`src/logic/fcw_pkg.sv`:
```
// Purpose: Shared constants and types for the code-write command block
// Assumes: AXI4-Lite register access, 32-bit data, one clock
// Notes:   Read command codes and status values are local choices
package fcw_pkg;
  // Command codes
  localparam logic [7:0] CMD_SINGLE_WRITE   = 8'h1f;
  localparam logic [7:0] CMD_BUFFERED_WRITE = 8'h24;
  localparam logic [7:0] CMD_SINGLE_READ    = 8'h60;
  localparam logic [7:0] CMD_BUFFERED_READ  = 8'h61;
  // Code length and code type values
  localparam logic [3:0]  FIX_LEN_FAM1   = 4'h5;
  localparam logic [3:0]  FIX_LEN_FAM2   = 4'h7;
  localparam logic [15:0] TYPE_PERMANENT = 16'h3032;
  localparam logic [15:0] TYPE_OVERWRITE = 16'h3131;
  localparam logic [15:0] TYPE_FAM2      = 16'h3532;
  localparam logic [15:0] TAG_TYPE_50    = 16'h3530;
  localparam logic [15:0] TAG_TYPE_02    = 16'h3032;
  localparam logic [15:0] TAG_TYPE_11    = 16'h3131;
  localparam logic [3:0]  COMPAT_BYTES   = 4'h8;
  localparam int          FAM2_HEX_CHARS = 3;
  localparam int          MAX_CHARS      = 7;
  // Character ranges
  localparam logic [7:0] CHR_0 = 8'h30;
  localparam logic [7:0] CHR_9 = 8'h39;
  localparam logic [7:0] CHR_A = 8'h41;
  localparam logic [7:0] CHR_F = 8'h46;
  // Response status values
  localparam logic [7:0] ST_OK    = 8'h00;
  localparam logic [7:0] ST_FAIL  = 8'h03;
  localparam logic [7:0] ST_PARAM = 8'h04;
  // Register byte offsets
  localparam logic [7:0] ADDR_CMD      = 8'h00;
  localparam logic [7:0] ADDR_DATA_LO  = 8'h04;
  localparam logic [7:0] ADDR_DATA_HI  = 8'h08;
  localparam logic [7:0] ADDR_CTRL     = 8'h0c;
  localparam logic [7:0] ADDR_TAG_TYPE = 8'h10;
  localparam logic [7:0] ADDR_RESP     = 8'h14;
  localparam logic [7:0] ADDR_RD_CODE  = 8'h18;
  localparam logic [7:0] ADDR_IRQ_STAT = 8'h1c;
  localparam logic [7:0] ADDR_IRQ_MASK = 8'h20;
  // Field positions
  localparam int CTRL_GO    = 0;
  localparam int CTRL_ABORT = 1;
  localparam int IRQ_RESP   = 0;
  localparam int IRQ_ERR    = 1;
  localparam int IRQ_BITS   = 2;
  localparam logic [1:0] AXI_OKAY   = 2'b00;
  localparam logic [1:0] AXI_DECERR = 2'b11;

  typedef enum logic [2:0] {
    FCW_IDLE, FCW_WRITE, FCW_WAIT, FCW_LEAVE, FCW_ENTER, FCW_READ, FCW_RWAIT
  } fcw_state_t;

  // Request handed to the radio head
  typedef struct packed {
    logic [55:0] chars;
    logic [3:0]  bytes;
    logic        lock;
    logic        family2;
  } fcw_head_req_t;

  // Response telegram bytes 0 to 3
  typedef struct packed {
    logic [7:0] count;
    logic [7:0] status;
    logic [7:0] ctl;
    logic [7:0] code;
  } fcw_resp_t;
endpackage

```
`src/logic/fcw_fix_check.sv`:
```
// Purpose: Checks code length and code type of a write telegram; characters and tag type for the second family only
// Assumes: Characters packed low byte first, first character at bit 0
// Notes:   Purely combinational
`timescale 1ns/1ps
module fcw_fix_check
  import fcw_pkg::*;
(
  input  wire logic [3:0]  fix_len,
  input  wire logic [15:0] fix_type,
  input  wire logic [55:0] chars,
  input  wire logic [15:0] tag_type,
  output logic             valid,
  output logic             family2,
  output logic             lock
);
  function automatic logic in_range(input logic [7:0] c,
                                    input logic [7:0] lo,
                                    input logic [7:0] hi);
    return (c >= lo) && (c <= hi);
  endfunction

  logic fam1_ok;
  logic fam2_ok;
  logic chars_ok;

  always_comb begin
    chars_ok = 1'b1;
    for (int i = 0; i < MAX_CHARS; i++) begin
      if (i < FAM2_HEX_CHARS) begin
        chars_ok = chars_ok & (in_range(chars[i*8 +: 8], CHR_0, CHR_9) |
                               in_range(chars[i*8 +: 8], CHR_A, CHR_F));
      end else begin
        chars_ok = chars_ok & in_range(chars[i*8 +: 8], CHR_0, CHR_9);
      end
    end
    fam1_ok = (fix_len == FIX_LEN_FAM1) &&
              ((fix_type == TYPE_PERMANENT) || (fix_type == TYPE_OVERWRITE));
    fam2_ok = (fix_len == FIX_LEN_FAM2) && (fix_type == TYPE_FAM2) &&
              chars_ok && (tag_type == TAG_TYPE_50);
    valid   = fam1_ok | fam2_ok;
    family2 = fam2_ok;
    lock    = fam1_ok && (fix_type == TYPE_PERMANENT);
  end
endmodule

```
`src/logic/fcw_core.sv`:
```
// Purpose: Code-write command interpreter with AXI4-Lite registers
// Assumes: Radio head logic runs on aclk; head_done is a one-cycle pulse
// Notes:   Operation
// Operation
// - Single write command 1Fh makes one write attempt, then answers.
// - Buffered write command 24h retries until success, answers each success.
// - After buffered success, wait for a new tag, then restart the command.
// - Bytes 2-3 hold code type high first; data runs to length plus 3.
// - First family: length 5; type '02' permanent, '11' overwritable.
// - Second family: length 7, type '52', code stays overwritable.
// - Second-family compatibility code occupies the tag's first 8 bytes.
// - Code read with tag type '50' returns the tag's 4-byte code.
// - Code read with tag type '02' or '11' reads first-family code.
//
// Decided for this implementation: the AXI4-Lite slave port and the register offsets.
`timescale 1ns/1ps
module fcw_core
  import fcw_pkg::*;
#(
  parameter int ADDR_W = 8
)(
  input  wire logic              aclk,
  input  wire logic              aresetn,
  input  wire logic [ADDR_W-1:0] s_axi_awaddr,
  input  wire logic              s_axi_awvalid,
  output logic                   s_axi_awready,
  input  wire logic [31:0]       s_axi_wdata,
  input  wire logic [3:0]        s_axi_wstrb,
  input  wire logic              s_axi_wvalid,
  output logic                   s_axi_wready,
  output logic [1:0]             s_axi_bresp,
  output logic                   s_axi_bvalid,
  input  wire logic              s_axi_bready,
  input  wire logic [ADDR_W-1:0] s_axi_araddr,
  input  wire logic              s_axi_arvalid,
  output logic                   s_axi_arready,
  output logic [31:0]            s_axi_rdata,
  output logic [1:0]             s_axi_rresp,
  output logic                   s_axi_rvalid,
  input  wire logic              s_axi_rready,
  output logic                   head_wr_req,
  output logic                   head_rd_req,
  output fcw_head_req_t          head_req,
  input  wire logic              head_done,
  input  wire logic              head_ok,
  input  wire logic [31:0]       head_code,
  input  wire logic              tag_present,
  output logic                   irq
);
  if (ADDR_W < 8) begin : g_chk
    $error("ADDR_W must be at least 8");
  end

  typedef struct packed {
    fcw_state_t         st;
    logic [31:0]        cmd;
    logic [63:0]        data;
    logic [15:0]        tag_type;
    fcw_resp_t          resp;
    logic [31:0]        rd_code;
    logic [IRQ_BITS-1:0] irq_stat;
    logic [IRQ_BITS-1:0] irq_mask;
    logic               irq;
    logic               resp_pulse;
    logic               wr_req;
    logic               rd_req;
    fcw_head_req_t      hreq;
    logic [ADDR_W-1:0]  awaddr;
    logic               aw_held;
    logic [31:0]        wdata;
    logic [3:0]         wstrb;
    logic               w_held;
    logic               awready;
    logic               wready;
    logic               bvalid;
    logic [1:0]         bresp;
    logic               arready;
    logic               rvalid;
    logic [31:0]        rdata;
    logic [1:0]         rresp;
  } fcw_regs_t;

  fcw_regs_t q;
  fcw_regs_t next_q;

  function automatic logic [31:0] merge(input logic [31:0] old,
                                        input logic [31:0] wd,
                                        input logic [3:0]  strb);
    logic [31:0] r;
    r = old;
    for (int b = 0; b < 4; b++) begin
      if (strb[b]) begin
        r[b*8 +: 8] = wd[b*8 +: 8];
      end
    end
    return r;
  endfunction

  function automatic logic hit(input logic [ADDR_W-1:0] a,
                               input logic [7:0]        off);
    return a[7:2] == off[7:2];
  endfunction

  logic [7:0]  cmd_code;
  logic [3:0]  fix_len;
  logic [15:0] fix_type;
  logic        chk_valid;
  logic        chk_fam2;
  logic        chk_lock;
  logic        is_single;
  logic        is_buffered;
  logic        is_read;
  logic        read_type_ok;

  assign cmd_code = q.cmd[7:0];
  assign fix_len  = q.cmd[15:12];
  assign fix_type = {q.cmd[23:16], q.cmd[31:24]};
  assign is_single   = cmd_code == CMD_SINGLE_WRITE;
  assign is_buffered = cmd_code == CMD_BUFFERED_WRITE;
  assign is_read     = (cmd_code == CMD_SINGLE_READ) ||
                       (cmd_code == CMD_BUFFERED_READ);
  assign read_type_ok = (q.tag_type == TAG_TYPE_50) ||
                        (q.tag_type == TAG_TYPE_02) ||
                        (q.tag_type == TAG_TYPE_11);

  fcw_fix_check u_check (
    .fix_len  (fix_len),
    .fix_type (fix_type),
    .chars    (q.data[55:0]),
    .tag_type (q.tag_type),
    .valid    (chk_valid),
    .family2  (chk_fam2),
    .lock     (chk_lock)
  );

  logic                go;
  logic                abort;
  logic [IRQ_BITS-1:0] irq_set;
  logic [IRQ_BITS-1:0] irq_clr;
  logic [31:0]         wv;

  always_comb begin
    next_q     = q;
    go         = 1'b0;
    abort      = 1'b0;
    irq_set    = '0;
    irq_clr    = '0;
    wv         = '0;
    next_q.wr_req     = 1'b0;
    next_q.rd_req     = 1'b0;
    next_q.resp_pulse = 1'b0;

    // Write address and data are taken in either order
    if (s_axi_awvalid && q.awready) begin
      next_q.awaddr  = s_axi_awaddr;
      next_q.aw_held = 1'b1;
    end
    if (s_axi_wvalid && q.wready) begin
      next_q.wdata  = s_axi_wdata;
      next_q.wstrb  = s_axi_wstrb;
      next_q.w_held = 1'b1;
    end
    if (q.bvalid && s_axi_bready) begin
      next_q.bvalid = 1'b0;
    end
    if (q.aw_held && q.w_held && !q.bvalid) begin
      next_q.aw_held = 1'b0;
      next_q.w_held  = 1'b0;
      next_q.bvalid  = 1'b1;
      next_q.bresp   = AXI_OKAY;
      wv = merge(32'h0000_0000, q.wdata, q.wstrb);
      if (hit(q.awaddr, ADDR_CMD)) begin
        next_q.cmd = merge(q.cmd, q.wdata, q.wstrb);
      end else if (hit(q.awaddr, ADDR_DATA_LO)) begin
        next_q.data[31:0] = merge(q.data[31:0], q.wdata, q.wstrb);
      end else if (hit(q.awaddr, ADDR_DATA_HI)) begin
        next_q.data[63:32] = merge(q.data[63:32], q.wdata, q.wstrb);
      end else if (hit(q.awaddr, ADDR_CTRL)) begin
        go    = wv[CTRL_GO];
        abort = wv[CTRL_ABORT];
      end else if (hit(q.awaddr, ADDR_TAG_TYPE)) begin
        next_q.tag_type = wv[15:0];
      end else if (hit(q.awaddr, ADDR_IRQ_STAT)) begin
        irq_clr = wv[IRQ_BITS-1:0];
      end else if (hit(q.awaddr, ADDR_IRQ_MASK)) begin
        next_q.irq_mask = wv[IRQ_BITS-1:0];
      end else if (!hit(q.awaddr, ADDR_RESP) &&
                   !hit(q.awaddr, ADDR_RD_CODE)) begin
        next_q.bresp = AXI_DECERR;
      end
    end

    // Command sequencer
    case (q.st)
      FCW_IDLE: begin
        if (go && (is_single || is_buffered)) begin
          if (chk_valid) begin
            next_q.hreq.chars   = q.data[55:0];
            next_q.hreq.lock    = chk_lock;
            next_q.hreq.family2 = chk_fam2;
            next_q.hreq.bytes   = chk_fam2 ? COMPAT_BYTES : fix_len;
            next_q.st           = FCW_WRITE;
          end else begin
            next_q.resp.status = ST_PARAM;
            next_q.resp_pulse  = 1'b1;
            irq_set[IRQ_ERR]   = 1'b1;
          end
        end else if (go && is_read) begin
          if (read_type_ok) begin
            next_q.st = FCW_READ;
          end else begin
            next_q.resp.status = ST_PARAM;
            next_q.resp_pulse  = 1'b1;
            irq_set[IRQ_ERR]   = 1'b1;
          end
        end else if (go) begin
          next_q.resp.status = ST_PARAM;
          next_q.resp_pulse  = 1'b1;
          irq_set[IRQ_ERR]   = 1'b1;
        end
      end
      FCW_WRITE: begin
        next_q.wr_req = 1'b1;
        next_q.st     = FCW_WAIT;
      end
      FCW_WAIT: begin
        if (head_done && head_ok) begin
          next_q.resp.status = ST_OK;
          next_q.resp_pulse  = 1'b1;
          irq_set[IRQ_RESP]  = 1'b1;
          next_q.st = is_buffered ? FCW_LEAVE : FCW_IDLE;
        end else if (head_done && is_buffered) begin
          next_q.st = FCW_WRITE;
        end else if (head_done) begin
          next_q.resp.status = ST_FAIL;
          next_q.resp_pulse  = 1'b1;
          irq_set[IRQ_ERR]   = 1'b1;
          next_q.st          = FCW_IDLE;
        end
      end
      FCW_LEAVE: begin
        if (!tag_present) begin
          next_q.st = FCW_ENTER;
        end
      end
      FCW_ENTER: begin
        if (tag_present) begin
          next_q.st = FCW_WRITE;
        end
      end
      FCW_READ: begin
        next_q.rd_req = 1'b1;
        next_q.st     = FCW_RWAIT;
      end
      FCW_RWAIT: begin
        if (head_done) begin
          next_q.rd_code     = head_ok ? head_code : 32'h0000_0000;
          next_q.resp.status = head_ok ? ST_OK : ST_FAIL;
          next_q.resp_pulse  = 1'b1;
          irq_set[IRQ_RESP]  = 1'b1;
          next_q.st          = FCW_IDLE;
        end
      end
      default: begin
        next_q.st = FCW_IDLE;
      end
    endcase
    if (abort && (q.st != FCW_WRITE) && (q.st != FCW_READ)) begin
      next_q.st = FCW_IDLE;
    end
    if (next_q.resp_pulse) begin
      next_q.resp.code  = cmd_code;
      next_q.resp.ctl   = q.cmd[15:8];
      next_q.resp.count = q.resp.count + 8'h01;
    end

    // Set wins over a clear in the same cycle
    next_q.irq_stat = (q.irq_stat & ~irq_clr) | irq_set;
    next_q.irq      = |(next_q.irq_stat & next_q.irq_mask);

    // Read channel
    if (q.rvalid && s_axi_rready) begin
      next_q.rvalid = 1'b0;
    end
    if (s_axi_arvalid && q.arready) begin
      next_q.rvalid = 1'b1;
      next_q.rresp  = AXI_OKAY;
      next_q.rdata  = 32'h0000_0000;
      if (hit(s_axi_araddr, ADDR_CMD)) begin
        next_q.rdata = q.cmd;
      end else if (hit(s_axi_araddr, ADDR_DATA_LO)) begin
        next_q.rdata = q.data[31:0];
      end else if (hit(s_axi_araddr, ADDR_DATA_HI)) begin
        next_q.rdata = q.data[63:32];
      end else if (hit(s_axi_araddr, ADDR_CTRL)) begin
        next_q.rdata[2:0] = q.st;
      end else if (hit(s_axi_araddr, ADDR_TAG_TYPE)) begin
        next_q.rdata[15:0] = q.tag_type;
      end else if (hit(s_axi_araddr, ADDR_RESP)) begin
        next_q.rdata = q.resp;
      end else if (hit(s_axi_araddr, ADDR_RD_CODE)) begin
        next_q.rdata = q.rd_code;
      end else if (hit(s_axi_araddr, ADDR_IRQ_STAT)) begin
        next_q.rdata[IRQ_BITS-1:0] = q.irq_stat;
      end else if (hit(s_axi_araddr, ADDR_IRQ_MASK)) begin
        next_q.rdata[IRQ_BITS-1:0] = q.irq_mask;
      end else begin
        next_q.rresp = AXI_DECERR;
      end
    end
    next_q.awready = !next_q.aw_held && !next_q.bvalid;
    next_q.wready  = !next_q.w_held && !next_q.bvalid;
    next_q.arready = !next_q.rvalid;
  end

  always_ff @(posedge aclk) begin
    if (!aresetn) begin
      q          <= '0;
      q.st       <= FCW_IDLE;
      q.awready  <= 1'b1;
      q.wready   <= 1'b1;
      q.arready  <= 1'b1;
    end else begin
      q <= next_q;
    end
  end

  assign s_axi_awready = q.awready;
  assign s_axi_wready  = q.wready;
  assign s_axi_bvalid  = q.bvalid;
  assign s_axi_bresp   = q.bresp;
  assign s_axi_arready = q.arready;
  assign s_axi_rvalid  = q.rvalid;
  assign s_axi_rdata   = q.rdata;
  assign s_axi_rresp   = q.rresp;
  assign head_wr_req   = q.wr_req;
  assign head_rd_req   = q.rd_req;
  assign head_req      = q.hreq;
  assign irq           = q.irq;
endmodule

```
`config.mk`:
```
export PLATFORM = sky130hd
export DESIGN_NAME = fcw_core
export DESIGN_NICKNAME = d
export VERILOG_FILES = /design/src/logic/fcw_pkg.sv /design/src/logic/fcw_fix_check.sv /design/src/logic/fcw_core.sv
export SDC_FILE = /design/constraint.sdc
export NUM_CORES = 1
export LEC_CHECK = 0
export BUFFER_PORTS_ARGS = -buffer_cell sky130_fd_sc_hd__buf_4
export CORE_MARGIN = 4
export CORE_UTILIZATION = 39
export CTS_BUF_LIST = sky130_fd_sc_hd__clkbuf_4 sky130_fd_sc_hd__clkbuf_8 sky130_fd_sc_hd__clkbuf_16
export CTS_CLUSTER_SIZE = 12
export DETAILED_ROUTE_END_ITERATION = 12
export MAX_ROUTING_LAYER = met4
export SKIP_LAST_GASP = 1
export SLEW_MARGIN = 30
export SYNTH_ARGS = -nofsm -noshare
export SYNTH_HDL_FRONTEND = slang
export SYNTH_SLANG_ARGS = --single-unit
```
`constraint.sdc`:
```
create_clock -name aclk -period 5.83 [get_ports aclk]
set_input_delay 0.583 -clock aclk [delete_from_list [all_inputs] [get_ports aclk]]
set_output_delay 0.583 -clock aclk [all_outputs]
set_load 0.05 [all_outputs]
```
=== Yosys cells after proc, flatten, opt, wreduce, memory -nomap -nowiden ===
Cells that the tools add are included.

* Memory bits (read-only): 0
* Output and inout bits: 106
* Bits in writable memories: 0
* Input port bits: 94
* Memories: 0
* Register bits after elaboration: 335
* Bits in latches: 0

* Order comparisons: 20
* Multiplexer cells: 103
* Shift-type cells: 0
* Reduce and logical (&&, ||, !) cells: 66
* Eq/ne operators: 47
* Div/mod/pow operators: 0
* $add $sub $neg: 1
* $mul: 0
* Bitwise gates (word level): 19

{| class="wikitable"
|+ Operators with widths
! operator !! count
|-
| $mux 32 || 5
|-
| $eq 16x14->1 const B || 6
|-
| $mux 8 || 11
|-
| $mux 2 || 37
|-
| $ge 8x6->1 const B || 7
|-
| $le 8x6->1 const B || 7
|-
| $eq 6x3->1 const B || 8
|-
| $mux 35 || 1
|-
| $mux 3 || 11
|-
| $mux 16 || 2
|-
| $logic_and 1x1->1 || 31
|-
| $mux 30 || 1
|-
| $mux 29 || 1
|-
| $mux 1 || 28
|-
| $reduce_and 5->1 || 5
|-
| $eq 6x2->1 const B || 4
|-
| $ge 8x7->1 const B || 3
|-
| $le 8x7->1 const B || 3
|-
| $pmux 8 s3 || 1
|-
| $ne 3x3->1 const B || 7
|-
| $pmux 3 s7 || 1
|-
| $eq 8x7->1 const B || 2
|-
| $reduce_and 4->1 || 4
|-
| $reduce_and 3->1 || 5
|-
| other kinds (30) || 65
|}

=== Depth between registers and ports, before layout ===
* Depth after elaboration: 18
* Gate-level depth with buffers: 10

=== Hierarchy ===
A second synthesis with hierarchy kept.

* Cell total of the unflattened synthesis: 1748
* Area total of the unflattened synthesis: 14536.4 um2

{| class="wikitable"
|+ Modules (own cells, without submodules)
! module !! instances !! area an instance (um2) !! cells each
|-
| fcw_core || 1 || 14136.1 || 1693
|-
| fcw_fix_check || 1 || 400.4 || 55
|}

=== Worst setup path after synthesis ===
OpenSTA, ideal clock, no wires.

* Kind: reg-to-reg
* From: register q, in the netlist fix_len[3]
* To: register q, in the netlist head_req[1]
* Path slack: 3158 ps
* Cell stages (with the launch flop): 9
* Period minus slack after synthesis: 2672 ps
* Arrival time: 2545 ps
* Buffers on the path: 1
* Data required time: 5702 ps
* Cells stage by stage: dfxtp_1 or4b_1 or4_1 or4_4 o31ai_2 nand3_1 clkbuf_1 a21oi_1 nor2_1

* Cells in the longest elaborated chain, start to end: 6
* Elaborated cells between the ends (all ways): 9

{| class="wikitable"
|+ RTL lines
! item !! RTL line !! text
|-
| start: declaration || fcw_core.sv:83 || <nowiki>fcw_regs_t q;</nowiki>
|-
| start signal: assignment || fcw_core.sv:324 || <nowiki>q <= next_q;</nowiki>
|-
| $eq 4x3->1 || fcw_fix_check.sv:38 || <nowiki>fam2_ok = (fix_len == FIX_LEN_FAM2) && (fix_type == TYPE_FAM2) &&</nowiki>
|-
| $logic_and 1x1->1 (2 in a row) || fcw_fix_check.sv:38 ||
|-
| $logic_and 1x1->1 || fcw_fix_check.sv:39 || <nowiki>chars_ok && (tag_type == TAG_TYPE_50);</nowiki>
|-
| $or 1x1->1 || fcw_fix_check.sv:40 || <nowiki>valid = fam1_ok | fam2_ok;</nowiki>
|-
| $reduce_and 3->1 (no line) || - ||
|}

Several ways; a longest one is shown, not always the timed one.
A chain may end at the register's enable or synchronous reset.

=== Worst setup path after layout ===
* From: register q[83] in the netlist's numbering
* To: register q, in the netlist head_req[5]

* Cells in the longest elaborated chain, start to end: 8
* Elaborated cells between the ends (all ways): 11

{| class="wikitable"
|+ RTL lines
! item !! RTL line !! text
|-
| $eq 6x2->1 || fcw_core.sv:101 || <nowiki>return a[7:2] == off[7:2];</nowiki>
|-
| $mux 1 || fcw_core.sv:178 || <nowiki>end else if (hit(q.awaddr, ADDR_CTRL)) begin</nowiki>
|-
| $mux 1 || fcw_core.sv:176 || <nowiki>end else if (hit(q.awaddr, ADDR_DATA_HI)) begin</nowiki>
|-
| $mux 1 || fcw_core.sv:174 || <nowiki>end else if (hit(q.awaddr, ADDR_DATA_LO)) begin</nowiki>
|-
| $mux 1 (*) || fcw_core.sv:172 || <nowiki>if (hit(q.awaddr, ADDR_CMD)) begin</nowiki>
|-
| $mux 1 (*) || fcw_core.sv:166 || <nowiki>if (q.aw_held && q.w_held && !q.bvalid) begin</nowiki>
|-
| $logic_and 1x1->1 (*) || fcw_core.sv:196 || <nowiki>if (go && (is_single || is_buffered)) begin</nowiki>
|-
| $reduce_and 3->1 (no line) (*) || - ||
|}

Every way passes the cells marked *; elsewhere a longest branch is shown, timed or not.

==> qor.csv <==
stage;metric;value;unit
clock_tree;Clock Sinks;325;
clock_tree;cts bufs inserted;36;
sta;Post-Route Setup TNS;0;ns
floorplan;# IOs;200;
worst_setup_path;critical path capture point type;register;
final_layout;layout cell share with drive strength beyond 1;19.06;%
placed_design;IO Port Bufs;195;
grt;vias in the first global route;11830;
final_layout;most frequent cells in the layout;dfxtp_1 (325), nand2_1 (303), buf_4 (208);
min_path;min-delay worst type;input port to register;
clock_tree;H-Tree Depth;2;
run;Max Cap Violations;0;
yosys;cell taking the most area after synthesis;dfxtp_1;
grt;first-pass GRT wire length;71870;microns
final_layout;Util after Layout;45.68;%
worst_setup_path;Startpoint Class;register;
sta;Slew Limit Fails;0;
final_layout;Layout area overhead;15.60;%
floorplan;FP Rows;70;
sta;fmax;253.9;MHz
sta;measured slew at the worst slew-check pin;1.014;ns
final_layout;nets;1873;
floorplan;Vert. Die Dim;200.6;microns
clock_tree;CTS clk-pin slew, worst paths;0.06;ns
clock_tree;hold buffer count at cts;0;
yosys;Synth area leaders;dfxtp_1 (45%), mux2i_1 (9.5%), nand2_1 (7.9%);
yosys;main flop type after synthesis;dfxtp_1;
yosys;syn nets;1836;
grt;pin count of the biggest net entering global routing;159;
power_and_ir_drop;Leak;6.266;nW
yosys;Synth top area share;44.97;%
yosys;asr flop ratio synth;0;%
yosys;Post-Syn Instances;1741;
clock_tree;worst-skew pair later-pin latency;0.52;ns
placed_design;dpl ws;2.000;ns
sta;Final Hold Viols;0;
detailed_routing;vias per cell;5.481;
worst_setup_path;CP arrival;4.36;ns
yosys;cell area after synthesis;0.01447;sq mm
power_and_ir_drop;VDD IR max;0.1724;mV
worst_setup_path;Critical Path RT;6.25;ns
worst_setup_path;FF-to-FF setup slack;1.89;ns
floorplan;Initial Util;39.51;%
yosys;sequential share of the synthesized area;44.97;%
grt;Total GRT Usage;22.98;%
yosys;post-synthesis cell type count;67;
floorplan;die area;0.04024;sq mm
floorplan;core area;0.03661;sq mm
yosys;Syn Area/Cell;8.309;sq um
final_layout;most common cell after layout, fill and taps aside;dfxtp_1;
sta;Clock Skew;0.01982;ns
grt;initial antenna violation count;0;
sta;RSZ-0062 raised after global routing;no;
detailed_routing;wire per inst;20.70;microns
worst_setup_path;Critical Path Fanout Max;24;
detailed_routing;DR iter-0 viols;902;
yosys;Syn. warnings;0;
final_layout;# diodes;0;
sta;setup ws final;1.891;ns
yosys;Post-synth EDFFs;0;
clock_tree;CTS tree;built;
detailed_routing;DRT Pass-1 Iters;5;
sta;Fin Hold WS;0.3078;ns
floorplan;Die X;200.6;microns
detailed_routing;post-route ant nets;0;
yosys;#FFs+latches synth;325;
clock_tree;Post-CTS Resized;0;
detailed_routing;Routed WL;47060;microns
placed_design;Final HPWL DP;32240;microns
detailed_routing;via count;12460;
clock_tree;Clock Path Buffers;3;
grt;GRT Residual Overflow;0;
sta;Max-slew headroom;32.14;%
clock_tree;CTS root buffer;clkbuf_16;
detailed_routing;DRC viols;0;
clock_tree;Post-CTS Setup Repair Bufs;0;
sta;Final Cycle Share;67.56;%
sta;setup violators final;0;
sta;min cycle time layout;3.939;ns
worst_setup_path;kind of critical path;register to register;
placed_design;RePlAce Congestion;0.8738;
run_status;status;completed;
power_and_ir_drop;PD cells;297.8;mW/mm^2
## area by class of cell
cell class,instances,area [sq um]
Fill cell,3651,19890
Multi-Input combinational cell,1196,6779
Sequential cell,325,6506
Timing Repair Buffer,210,1584
Clock buffer,59,1159
Tap cell,468,585.6
Clock inverter,6,68.82
Inverter,9,41.29
## Yosys cell counts, types with 2 or more instances
library cell / instances
mux2_2: 2
or2_2: 2
o21ai_0: 71
and4b_1: 2
nor4bb_1: 7
nand2_1: 305
a31o_2: 2
or4b_1: 5
and3_1: 4
a22oi_1: 24
mux4_2: 4
a221oi_1: 21
nor3_1: 28
dfxtp_1: 325
a22o_1: 2
nor2_1: 186
nand4_1: 11
a21oi_1: 191
nor4_1: 4
inv_1: 8
a21oi_2: 20
o32ai_1: 5
nor4b_1: 5
mux2i_1: 137
clkbuf_1: 94
buf_4: 100
or3_1: 7
a311oi_1: 3
a211oi_1: 3
nand3_1: 62
nand2_2: 18
buf_2: 3
nand2b_1: 14
a211o_1: 2
or4_1: 6
buf_1: 10
and3b_1: 2
and2_1: 6
nand3b_1: 8
buf_8: 2
nor2b_1: 4
## kinds of logic (layout without fill, tap and decap cells)
| logic type | Yosys count | after routing | share of synthesized area, % |
|---|---|---|---|
| multiplexers | 143 | 143 | 10.26 |
| adder cells (fa/ha/maj) | 1 | 1 | 0.08648 |
| flip-flops | 325 | 325 | 44.97 |
| AO/OA/AOI/OAI | 361 | 361 | 14.81 |
| AND/OR/NAND/NOR | 691 | 691 | 21.33 |
| buffers and inverters | 220 | 284 | 8.545 |
## worst max-delay path: stages (launching register included)
cell and delay [ns]:
dfxtp_1 0.34, or4_1 0.66, or3_1 0.55, nor3_1 0.64, nand2_1 0.26, nor2_4 0.75, nand3b_1 0.41, o211a_1 0.24
## flip-flops by register name, indices dropped and copies added, names as in the netlist, 4 cells and up
register / count
fix_len: 4
q: 193
cmd_code: 8
head_req: 62
fix_type: 16
s_axi_rdata: 32
## per-stage QoR
step / cells / power, W / cell area, sq um
floorplan: 1741 / 0.002559 / 14470
global placement: 2206 / 0.002695 / 15450
detailed placement: 2208 / 0.002700 / 15490
CTS: 2273 / 0.005023 / 16720
global route: 2273 / 0.005142 / 16720
finish: 2273 / 0.004981 / 16720
## per-layer routing
| layer | track usage, % | routed length (microns) | vias to the layer above |
|---|---|---|---|
| met5 | - | 0 | - |
| met4 | 6.318 | 1250 | 0 |
| met3 | 3.570 | 3055 | 78 |
| met2 | 35.03 | 21080 | 438 |
| met1 | 31.94 | 21670 | 5962 |
| li1 | - | - | 5981 |
## final timing paths
kind,endpoint,start,depth (start not counted)
worst min register to register,head_req[55]$_SDFFE_PN0P_,head_req[55]$_SDFFE_PN0P_,2
worst max register to register,head_req[5]$_SDFFE_PN0P_,q[83]$_SDFFE_PN0P_,7
worst max-delay path,head_req[5]$_SDFFE_PN0P_,q[83]$_SDFFE_PN0P_,7
worst min-delay path,q[70]$_SDFFE_PN0P_,s_axi_wdata[24],3
## report_power, final
group	total, W	internal (W)	switching [W]
registers	0.00230	0.00226	0.0000439
logic	0.000346	0.000108	0.000238
clock network	0.00233	0.00141	0.000924
total	0.00498	0.00377	0.00121
Power figures use the tool's default switching activity.
